==> src/hw/rips_defs.svh <==
// Constants of the receiver input port scaling block
`ifndef RIPS_DEFS_SVH
`define RIPS_DEFS_SVH
`define RIPS_MANT_W 16
`define RIPS_EXP_W 3
`define RIPS_EXP_MAX 3'h7
`define RIPS_FRAC_W 7
`define RIPS_DATA_W 23
`define RIPS_DELAY 7
`define RIPS_ADDR_W 12
`define RIPS_IDX_MODE 10'h300
`define RIPS_IDX_SCALE 10'h305
`define RIPS_IDX_CTRL 10'h310
`define RIPS_IDX_STAT 10'h311
`define RIPS_MODE_REAL 2'h0
`define RIPS_MODE_DIV 2'h1
`define RIPS_MODE_CPLX 2'h2
`define RIPS_OFF_MSB 7
`define RIPS_OFF_LSB 5
`define RIPS_INV_BIT 4
`define RIPS_SRST_BIT 0
`define RIPS_OVR_BIT 0
`define RIPS_PRIMED_BIT 1
`define RIPS_FILL_LSB 4
`define RIPS_MODE_RST 8'h00
`define RIPS_SCALE_RST 8'h00
`define RIPS_RESP_OKAY 2'h0
`define RIPS_RESP_SLVERR 2'h2
`define RIPS_FIFO_DEPTH 16
`define RIPS_FIFO_W 47
`define RIPS_FILL_W 5
`endif

==> src/hw/rips_pkg.sv <==
// Types of the receiver input port scaling block
`include "rips_defs.svh"
package rips_pkg;
   // Write channel states, one-hot
   typedef enum logic [1:0] {
      RIPS_WR_COLLECT = 2'b01,
      RIPS_WR_RESP = 2'b10
   } rips_wr_t;
   // Read channel states, one-hot
   typedef enum logic [1:0] {
      RIPS_RD_IDLE = 2'b01,
      RIPS_RD_RESP = 2'b10
   } rips_rd_t;
   // Whole state of the top module
   typedef struct packed {
      logic [2:0][`RIPS_MANT_W-1:0] mant_sync;
      logic [2:0][`RIPS_EXP_W-1:0] exp_sync;
      logic [2:0] sel_sync;
      logic sel_filt;
      logic [7:0] mode_reg;
      logic [7:0] scale_reg;
      logic srst_reg;
      logic ovr_reg;
      logic [`RIPS_DELAY-1:0] stg_vld;
      logic [`RIPS_DELAY-1:0][`RIPS_DATA_W-1:0] stg_data;
      logic [`RIPS_DELAY-1:0] stg_chan;
      logic [`RIPS_DATA_W-1:0] held_i;
      logic held_vld;
      rips_wr_t wr_st;
      logic aw_got;
      logic w_got;
      logic [9:0] aw_idx;
      logic [7:0] w_byte;
      logic w_lane0;
      logic awready;
      logic wready;
      logic bvalid;
      logic [1:0] bresp;
      rips_rd_t rd_st;
      logic arready;
      logic rvalid;
      logic [31:0] rdata;
      logic [1:0] rresp;
   } rips_state_t;
endpackage : rips_pkg

==> src/hw/rips_top.sv <==
// Receiver input port: capture, exponent scaling, seven-sample delay, AXI4-Lite registers
// How it works
// Mantissa, exponent, select captured together each edge
// Mode register picks real, diversity or complex
// Mantissa handled as signed twos complement
// Exponent handled as unsigned zero to seven
// Scale register holds offset and invert bit
// Normal: shift by (exp plus offset) mod 8
// Inverted: shift by (7 minus exp plus offset)
// Fixed-point converter: exponent low, controls zero
// Narrow converters drive mantissa MSB-justified
// Scaled value passed on without overflow guard
// Sample rate integer fraction of clock
// Complex mode: select tells I from Q
// Real mode: select high enables capture
// Diversity/complex: first sample after select change
// Complex: Q paired with preceding I
// Soft reset: seven accepted samples before output
// Scaling is arithmetic right shift, fraction kept
//
// Our own choice: the AXI4-Lite slave port.
`timescale 1ns/1ns
`include "rips_defs.svh"
`default_nettype none
module rips_top #(
   parameter int DEPTH = `RIPS_FIFO_DEPTH
) (
   input wire logic aclk,
   input wire logic aresetn,
   // Converter pins
   input wire logic [`RIPS_MANT_W-1:0] adc_mantissa,
   input wire logic [`RIPS_EXP_W-1:0] adc_exponent,
   input wire logic adc_chan_sel,
   // Scaled samples toward the NCO
   output logic nco_valid,
   input wire logic nco_ready,
   output logic nco_chan_a,
   output logic [`RIPS_DATA_W-1:0] nco_first,
   output logic [`RIPS_DATA_W-1:0] nco_second,
   // AXI4-Lite write address
   input wire logic [`RIPS_ADDR_W-1:0] s_axi_awaddr,
   input wire logic [2:0] s_axi_awprot,
   input wire logic s_axi_awvalid,
   output logic s_axi_awready,
   // AXI4-Lite write data
   input wire logic [31:0] s_axi_wdata,
   input wire logic [3:0] s_axi_wstrb,
   input wire logic s_axi_wvalid,
   output logic s_axi_wready,
   // AXI4-Lite write response
   output logic [1:0] s_axi_bresp,
   output logic s_axi_bvalid,
   input wire logic s_axi_bready,
   // AXI4-Lite read address
   input wire logic [`RIPS_ADDR_W-1:0] s_axi_araddr,
   input wire logic [2:0] s_axi_arprot,
   input wire logic s_axi_arvalid,
   output logic s_axi_arready,
   // AXI4-Lite read data
   output logic [31:0] s_axi_rdata,
   output logic [1:0] s_axi_rresp,
   output logic s_axi_rvalid,
   input wire logic s_axi_rready
);
   import rips_pkg::*;

   // ----------------------------------------
   // Helper functions
   // ----------------------------------------

   // Word index of a byte address
   function automatic logic [9:0] rips_idx(
      input logic [`RIPS_ADDR_W-1:0] addr
   );
      return addr[`RIPS_ADDR_W-1:2];
   endfunction : rips_idx

   // True when an index names a register
   function automatic logic rips_mapped(input logic [9:0] idx);
      return (idx == `RIPS_IDX_MODE) || (idx == `RIPS_IDX_SCALE) ||
         (idx == `RIPS_IDX_CTRL) || (idx == `RIPS_IDX_STAT);
   endfunction : rips_mapped

   // Power-of-two downscaling of one sample
   function automatic logic [`RIPS_DATA_W-1:0] rips_scale(
      input logic [`RIPS_MANT_W-1:0] mant,
      input logic [`RIPS_EXP_W-1:0] expo,
      input logic [7:0] ctl
   );
      logic [`RIPS_EXP_W-1:0] off;
      logic [`RIPS_EXP_W-1:0] sh;
      logic signed [`RIPS_DATA_W-1:0] wide;
      off = ctl[`RIPS_OFF_MSB:`RIPS_OFF_LSB];
      // Three-bit sums wrap, giving the modulo 8
      if (ctl[`RIPS_INV_BIT]) begin
         sh = `RIPS_EXP_MAX - expo + off;
      end else begin
         sh = expo + off;
      end
      // Fraction bits below the mantissa keep shifted-out bits
      wide = {mant, {`RIPS_FRAC_W{1'b0}}};
      return wide >>> sh;
   endfunction : rips_scale

   // ----------------------------------------
   // State and combinational signals
   // ----------------------------------------
   rips_state_t r; // Registered state
   rips_state_t n; // Next state
   logic sel_now; // Filtered select seen this cycle
   logic accept; // Sample qualifies for capture
   logic need_push; // Emerging stage must go to the FIFO
   logic step; // Delay line advances
   logic lost; // Sample dropped on a full buffer
   logic [`RIPS_DATA_W-1:0] scaled; // Scaled new sample
   logic [`RIPS_FIFO_W-1:0] push_data; // Word toward FIFO
   logic fifo_ready; // FIFO has room
   logic [`RIPS_FIFO_W-1:0] fifo_out; // FIFO output word
   logic [$clog2(DEPTH):0] fifo_fill; // FIFO occupancy
   logic [9:0] ar_idx; // Read index
   logic [31:0] rd_word; // Read mux result

   // ----------------------------------------
   // Sample buffer toward the NCO
   // ----------------------------------------
   // Full buffer stalls the delay line; lost samples flag overrun
   rips_fifo #(
      .W(`RIPS_FIFO_W),
      .DEPTH(DEPTH)
   ) u_fifo (
      .aclk(aclk),
      .aresetn(aresetn),
      .s_valid(need_push && step),
      .s_ready(fifo_ready),
      .s_data(push_data),
      .m_valid(nco_valid),
      .m_ready(nco_ready),
      .m_data(fifo_out),
      .fill(fifo_fill)
   );
   assign nco_chan_a = fifo_out[`RIPS_FIFO_W-1];
   assign nco_first = fifo_out[2*`RIPS_DATA_W-1:`RIPS_DATA_W];
   assign nco_second = fifo_out[`RIPS_DATA_W-1:0];

   // Bus outputs straight from the state
   assign s_axi_awready = r.awready;
   assign s_axi_wready = r.wready;
   assign s_axi_bvalid = r.bvalid;
   assign s_axi_bresp = r.bresp;
   assign s_axi_arready = r.arready;
   assign s_axi_rvalid = r.rvalid;
   assign s_axi_rdata = r.rdata;
   assign s_axi_rresp = r.rresp;
   // Read index decoded straight from the bus
   assign ar_idx = rips_idx(s_axi_araddr);

   // ----------------------------------------
   // Read data mux
   // ----------------------------------------
   always_comb begin
      rd_word = '0;
      unique case (ar_idx)
         `RIPS_IDX_MODE: begin
            rd_word[7:0] = r.mode_reg;
         end
         `RIPS_IDX_SCALE: begin
            rd_word[7:0] = r.scale_reg;
         end
         `RIPS_IDX_CTRL: begin
            rd_word[`RIPS_SRST_BIT] = r.srst_reg;
         end
         `RIPS_IDX_STAT: begin
            // Overrun, primed delay line and buffer fill
            rd_word[`RIPS_OVR_BIT] = r.ovr_reg;
            rd_word[`RIPS_PRIMED_BIT] = r.stg_vld[`RIPS_DELAY-1];
            rd_word[`RIPS_FILL_LSB +: `RIPS_FILL_W] = `RIPS_FILL_W'(fifo_fill);
         end
         default: begin
            rd_word = '0;
         end
      endcase
   end

   // ----------------------------------------
   // Next-state logic
   // ----------------------------------------
   always_comb begin
      n = r;
      // Three-stage capture of all pins together
      n.mant_sync = {r.mant_sync[1:0], adc_mantissa};
      n.exp_sync = {r.exp_sync[1:0], adc_exponent};
      n.sel_sync = {r.sel_sync[1:0], adc_chan_sel};
      // Select change counts once stages two and three agree
      sel_now = (r.sel_sync[1] == r.sel_sync[2]) ? r.sel_sync[2] : r.sel_filt;
      n.sel_filt = sel_now;

      // Qualify the sample by mode
      if (r.mode_reg[1:0] == `RIPS_MODE_REAL) begin
         accept = sel_now;
      end else begin
         // Only the first edge after a select change
         accept = (sel_now != r.sel_filt);
      end

      // Scale the sample leaving the synchroniser
      scaled = rips_scale(r.mant_sync[2], r.exp_sync[2], r.scale_reg);
      // Emerging stage: complex I is only held, not pushed
      need_push = r.stg_vld[`RIPS_DELAY-1];
      push_data = {r.stg_chan[`RIPS_DELAY-1], r.stg_data[`RIPS_DELAY-1],
         {`RIPS_DATA_W{1'b0}}};
      if (r.mode_reg[1:0] == `RIPS_MODE_CPLX) begin
         // Q goes out with the I seen just before it
         need_push = r.stg_vld[`RIPS_DELAY-1] && !r.stg_chan[`RIPS_DELAY-1] &&
            r.held_vld;
         push_data = {1'b1, r.held_i, r.stg_data[`RIPS_DELAY-1]};
      end
      step = accept && (!need_push || fifo_ready) && !r.srst_reg;

      // Sample lost to back-pressure
      lost = accept && need_push && !fifo_ready && !r.srst_reg;
      if (lost) begin
         n.ovr_reg = 1'b1;
      end

      // Seven-stage delay line advances per accepted sample
      if (step) begin
         n.stg_vld = {r.stg_vld[`RIPS_DELAY-2:0], 1'b1};
         n.stg_data = {r.stg_data[`RIPS_DELAY-2:0], scaled};
         n.stg_chan = {r.stg_chan[`RIPS_DELAY-2:0], sel_now};
         // In-phase sample leaving the line is kept for pairing
         if (r.stg_vld[`RIPS_DELAY-1] && r.stg_chan[`RIPS_DELAY-1]) begin
            n.held_i = r.stg_data[`RIPS_DELAY-1];
            n.held_vld = 1'b1;
         end else if (r.stg_vld[`RIPS_DELAY-1]) begin
            n.held_vld = 1'b0;
         end
      end

      // Soft reset empties the delay line
      if (r.srst_reg) begin
         n.stg_vld = '0;
         n.held_vld = 1'b0;
      end

      // Write channel: address and data in either order
      if (s_axi_awvalid && r.awready) begin
         n.aw_got = 1'b1;
         n.aw_idx = rips_idx(s_axi_awaddr);
      end
      if (s_axi_wvalid && r.wready) begin
         n.w_got = 1'b1;
         n.w_byte = s_axi_wdata[7:0];
         n.w_lane0 = s_axi_wstrb[0];
      end
      unique case (r.wr_st)
         RIPS_WR_COLLECT: begin
            // Both halves held: commit and answer
            if (r.aw_got && r.w_got) begin
               n.aw_got = 1'b0;
               n.w_got = 1'b0;
               n.bvalid = 1'b1;
               n.wr_st = RIPS_WR_RESP;
               n.bresp = rips_mapped(r.aw_idx) ? `RIPS_RESP_OKAY : `RIPS_RESP_SLVERR;
               if (r.w_lane0) begin
                  unique case (r.aw_idx)
                     `RIPS_IDX_MODE: begin
                        n.mode_reg = r.w_byte;
                     end
                     `RIPS_IDX_SCALE: begin
                        n.scale_reg = r.w_byte;
                     end
                     `RIPS_IDX_CTRL: begin
                        n.srst_reg = r.w_byte[`RIPS_SRST_BIT];
                     end
                     `RIPS_IDX_STAT: begin
                        // Write one clears, a new overrun wins
                        if (r.w_byte[`RIPS_OVR_BIT] && !lost) begin
                           n.ovr_reg = 1'b0;
                        end
                     end
                     default: begin
                        n.ovr_reg = n.ovr_reg;
                     end
                  endcase
               end
            end
         end
         RIPS_WR_RESP: begin
            // Hold the response until taken
            if (s_axi_bready) begin
               n.bvalid = 1'b0;
               n.wr_st = RIPS_WR_COLLECT;
            end
         end
         default: begin
            n.wr_st = RIPS_WR_COLLECT;
         end
      endcase
      // Ready only while that half is still missing
      n.awready = (n.wr_st == RIPS_WR_COLLECT) && !n.aw_got;
      n.wready = (n.wr_st == RIPS_WR_COLLECT) && !n.w_got;

      // Read channel
      unique case (r.rd_st)
         RIPS_RD_IDLE: begin
            if (s_axi_arvalid && r.arready) begin
               n.rdata = rd_word;
               n.rresp = rips_mapped(ar_idx) ? `RIPS_RESP_OKAY : `RIPS_RESP_SLVERR;
               n.rvalid = 1'b1;
               n.rd_st = RIPS_RD_RESP;
            end
         end
         RIPS_RD_RESP: begin
            if (s_axi_rready) begin
               n.rvalid = 1'b0;
               n.rd_st = RIPS_RD_IDLE;
            end
         end
         default: begin
            n.rd_st = RIPS_RD_IDLE;
         end
      endcase
      // Ready again once the answer is taken
      n.arready = (n.rd_st == RIPS_RD_IDLE);
   end

   // ----------------------------------------
   // State register
   // ----------------------------------------
   always_ff @(posedge aclk) begin
      if (!aresetn) begin
         // Clear, then reset values
         r <= '0;
         r.mode_reg <= `RIPS_MODE_RST;
         r.scale_reg <= `RIPS_SCALE_RST;
         r.wr_st <= RIPS_WR_COLLECT;
         r.rd_st <= RIPS_RD_IDLE;
      end else begin
         r <= n;
      end
   end
endmodule : rips_top
`default_nettype wire

==> src/hw/rips_fifo.sv <==
// Parameterised FIFO with registered output, valid and ready on both sides
`timescale 1ns/1ns
`default_nettype none
module rips_fifo #(
   parameter int W = 8,
   parameter int DEPTH = 16
) (
   input wire logic aclk,
   input wire logic aresetn,
   input wire logic s_valid,
   output logic s_ready,
   input wire logic [W-1:0] s_data,
   output logic m_valid,
   input wire logic m_ready,
   output logic [W-1:0] m_data,
   output logic [$clog2(DEPTH):0] fill
);
   // ----------------------------------------
   // State
   // ----------------------------------------
   localparam int PW = $clog2(DEPTH);
   typedef struct packed {
      logic [DEPTH-1:0][W-1:0] mem; // Storage words
      logic [PW-1:0] wr; // Write pointer
      logic [PW-1:0] rd; // Read pointer
      logic [PW:0] cnt; // Words held in storage
      logic mv; // Output register full
      logic [W-1:0] md; // Output register
   } rips_fifo_st_t;
   rips_fifo_st_t r;
   rips_fifo_st_t n;
   logic push; // Word taken this cycle
   logic load; // Storage moves to output
   // Honest full: ready only while storage has room
   assign s_ready = (r.cnt != (PW+1)'(DEPTH));
   assign m_valid = r.mv;
   assign m_data = r.md;
   assign fill = r.cnt + {{PW{1'b0}}, r.mv};
   // ----------------------------------------
   // Next state
   // ----------------------------------------
   always_comb begin
      n = r;
      push = s_valid && s_ready;
      load = (!r.mv || m_ready) && (r.cnt != '0);
      // Consumer took the output word
      if (r.mv && m_ready) begin
         n.mv = 1'b0;
      end
      // Write side, pointer wraps at a power-of-two depth
      if (push) begin
         n.mem[r.wr] = s_data;
         n.wr = r.wr + 1'b1;
      end
      // Refill the output register
      if (load) begin
         n.md = r.mem[r.rd];
         n.mv = 1'b1;
         n.rd = r.rd + 1'b1;
      end
      n.cnt = r.cnt + {{PW{1'b0}}, push} - {{PW{1'b0}}, load};
   end
   // Register the state
   always_ff @(posedge aclk) begin
      if (!aresetn) begin
         r <= '0;
      end else begin
         r <= n;
      end
   end
endmodule : rips_fifo
`default_nettype wire

==> config.mk <==
export PLATFORM = sky130hd
export DESIGN_NAME = rips_top
export DESIGN_NICKNAME = d
export VERILOG_FILES = /design/src/hw/rips_pkg.sv /design/src/hw/rips_top.sv /design/src/hw/rips_fifo.sv
export VERILOG_INCLUDE_DIRS = /design/src /design/src/hw
export SDC_FILE = /design/constraint.sdc
export NUM_CORES = 2
export LEC_CHECK = 0
export ABC_AREA = 1
export BUFFER_PORTS_ARGS = -buffer_cell sky130_fd_sc_hd__buf_4
export CORE_ASPECT_RATIO = 1.4
export CORE_UTILIZATION = 45
export DETAILED_ROUTE_END_ITERATION = 8
export PLACE_DENSITY = 0.67
export SLEW_MARGIN = 15
export SYNTH_ARGS = -nofsm -noshare
export SYNTH_HDL_FRONTEND = slang
export SYNTH_HIERARCHICAL = 1
export SYNTH_SLANG_ARGS = --single-unit
==> constraint.sdc <==
create_clock -name aclk -period 5.6 [get_ports aclk]
set_input_delay 1.68 -clock aclk [delete_from_list [all_inputs] [get_ports aclk]]
set_output_delay 1.68 -clock aclk [all_outputs]
set_load 0.05 [all_outputs]
==> flow_summary_export.csv <==
group,metric,value,unit
global_routing,grt_start_max_net_pins,268,
die,ioPinCount,183,
critical_path,timing.rr.start,"r[276]",
detailed_routing,drtPass1Iterations,5,
cts,numCtsBuffers,106,
global_routing,grt_antenna_before_repair,0,
detailed_routing,vias_per_cell,5.19,
critical_path,crit_type,"reg2reg",
yosys,synth_area,49600,sq um
layout,area_growth,7.67,%
yosys,synth_edf_count,0,
cts,clock_path_buffers,3,
cts,cts_setup_buffers,0,
place,dpl.hpwl,70.4,mm
power_and_ir_drop,power.density,406,nW/um^2
yosys,syn_inst,7061,
detailed_routing,via_count,43000,
global_routing,grt_pass1_vias,39100,
power_and_ir_drop,p_switching,7.46,mW
detailed_routing,wl_per_cell,16.1,microns
critical_path,critPathLaunch,"r[276]",
yosys,yosys.area.top_type,"dfxtp_1",
timing,hold_viol,0,
cts,clk_pin_slew,0.06,ns
cts,clock-sinks,1132,
cts,cts_root_buffer,"clkbuf_16",
detailed_routing,drc,0,
detailed_routing,drtIter0Drc,3933,
place,dpl_cell_area,49900,sq um
layout,multi_input_area,20100,sq um
power_and_ir_drop,p_seq_share,39.8,%
yosys,ys_warn_count,6,
layout,final_util,49.1,%
layout,drive_gt1_share,6.04,%
run_status,status,"complete, no violations",
global_routing,grt-ovfl-total,0,
layout,fillers,10800,
critical_path,crit_buf_inv,5,
layout,stdcell_count,8276,
hold_path,hp-start,"n[329]",
yosys,yosysUniqueCellTypes,41,
place,place_inst,8086,
die,dieWidth,283,microns
yosys,ys.flop_type,"dfxtp_1",
power_and_ir_drop,internal_power,14.2,mW
layout,antenna_cells,0,
critical_path,cp_max_fo,73,
timing,worst_pin_slew,1.16,ns
timing,tns,0,ns
global_routing,grt_usage,23.3,%
yosys,netlist_top_cells_area,"dfxtp_1 (46%), o21ai_0 (8.9%), a21oi_1 (8.5%), nand3_1 (8.2%), nand2_1 (7.8%)",
yosys,synthTopCellsByCount,"dfxtp_1 (1,132), nand2_1 (1,034), inv_1 (979), o21ai_0 (881), a21oi_1 (846)",
power_and_ir_drop,ir_drop,0.323,mV
die,core_area,109000,sq um
die,die_h,395,microns
detailed_routing,drt.antenna.violating_nets,0,
place,globalplace.congestion,0.805,
detailed_routing,drt_wl_total,133,mm
critical_path,cpPeakStageDelay,0.59,ns
power_and_ir_drop,power.total,21.7,mW
layout,final_nets,6862,
yosys,synthArstFlopShare,0,%
die,start_util,45.6,%
cts,tritoncts,"done",
power_and_ir_drop,clock_power_share,33.7,%
timing,setup_viol,0,
timing,fin_skew,0.0389,ns
critical_path,start_kind,"flop",
critical_path,cp.arrival,4.15,ns
yosys,synth_most_common_cell,"dfxtp_1",
cts,htree_num_levels,3,
yosys,synth.avg_cell_area,7.03,sq um
timing,drv_slew,0,
global_routing,grt_pass1_wl,211,mm
timing,min_period,3.60,ns
timing,max_slew_margin,22.6,%
critical_path,worstPathCellList,"inv_2 > nor2_4 > buf_4 > nand2_1 > nand3b_1 > nand3_4 > inv_4 > nand2_1 > a21oi_1 > nand2_4 > inv_6 > nand2_4 > buf_4 > o21ai_0 > a21oi_1",
die,rows,143,
power_and_ir_drop,leakagePower,22.4,nW
critical_path,critPathRequiredTime,6.15,ns
hold_path,hold_path_class,"reg2reg",
layout,seq_area,22700,sq um
layout,fin_area,53500,sq um
critical_path,slowest_stage,"nand2_4",
power_and_ir_drop,sw_frac_of_total,34.4,%
critical_path,critPathCaptureType,"flop",
yosys,ys_ff_latch,1132,
cts,ctsHoldBuffers,0,
timing,fin_crit_sh,64.2,%
cts,cts.repair.resized,0,
yosys,netlist.area_leader.share,45.6,%
cts,clk-insertion-delay-late,0.71,ns
die,die_area,112000,sq um
place,port_buffers,120,
timing,rsz0062_at_grt,"false",
timing,timing.fmax,278,MHz
flow_run,cap_violations,0,
critical_path,cpLargestDelayFamily,"buffers and inverters",
power_and_ir_drop,combinationalPowerShare,26.5,%
yosys,ys_seq_area_share,45.6,%
## stage by stage
stage	setup WS, ns	hold WS [ns]
2_1_floorplan	1.94	0.390
3_3_place_gp	1.52	0.396
3_5_place_dp	1.55	0.395
4_1_cts	2.00	0.402
5_1_grt	1.73	0.423
6_report	2.00	0.408
## layout by cell type, fill, tap and decap left out, drive strengths merged, types with 2 or more instances in the layout
cell type,count
ha,21
dfxtp,1132
nor3,8
nand4,13
nor2,512
conb,25
a21oi,849
nand3,816
clkbuf,157
clkinvlp,2
bufinv,6
o211ai,5
o21ai,997
xor2,7
inv,991
fa,3
clkinv,25
buf,193
nand2,1053
or2,3
## worst paths after layout
kind | cells past startpoint | slack (ns) | endpoint
worst max register to register | 15 | 2.00 | u_fifo/r[774]
worst min-delay path | 2 | 0.41 | r[329]
worst min register to register | 2 | 0.41 | r[329]
worst max-delay path | 15 | 2.00 | u_fifo/r[774]
## state kept, by name, summed over array words and instances (netlist names)
name	flops
u_fifo/r	765
r	263
u_fifo/m_data	47
n	40
s_axi_rdata	9
s_axi_arready	1
s_axi_awready	1
s_axi_bresp	1
s_axi_bvalid	1
s_axi_rresp	1
s_axi_rvalid	1
s_axi_wready	1
u_fifo/m_valid	1
## routing by layer
| layer | track usage, % | vias up | part of all wire, % |
|---|---|---|---|
| li1 | - | 21800 | - |
| met3 | 2.90 | 251 | 5.2 |
| met2 | 39.8 | 1103 | 48 |
| met5 | 0 | - | 0 |
| met4 | 9.34 | 0 | 3.4 |
| met1 | 29.6 | 19800 | 43 |
## cell families after synthesis
kind of cell    Yosys count  synth area share (%)
fa+ha+maj                24                 0.650
simple gates           2407                  20.6
other cells               1               0.00755
compound gates         1856                  18.8
xor+xnor                  8                 0.141
flops                  1132                  45.6
buf+inv                1633                  14.1
## power by group through the flow
stage,combinational (mW),sequential (mW),clock (mW)
final,5.74,8.62,7.31
after global placement,5.66,8.79,0
after global routing,6.36,8.65,7.80
after CTS,5.73,8.63,7.46
after floorplan,4.50,8.70,0
after detailed placement,5.70,8.80,0
## tightest hold or removal path, cell delays in order, from the launching register on
cell and delay (ns):
dfxtp_1 0.30, nand2_1 0.04, inv_1 0.04
## layout make-up
cell class / instances / area share (%)
tap: 1450 / 3.39
clock buffer: 157 / 5.95
clock inverter: 33 / 0.674
sequential: 1132 / 42.4
timing repair buffer: 193 / 2.91
multi-input combinational: 4320 / 37.6
inverter: 991 / 7.01
Note: power is estimated with default switching activity, not from simulation.
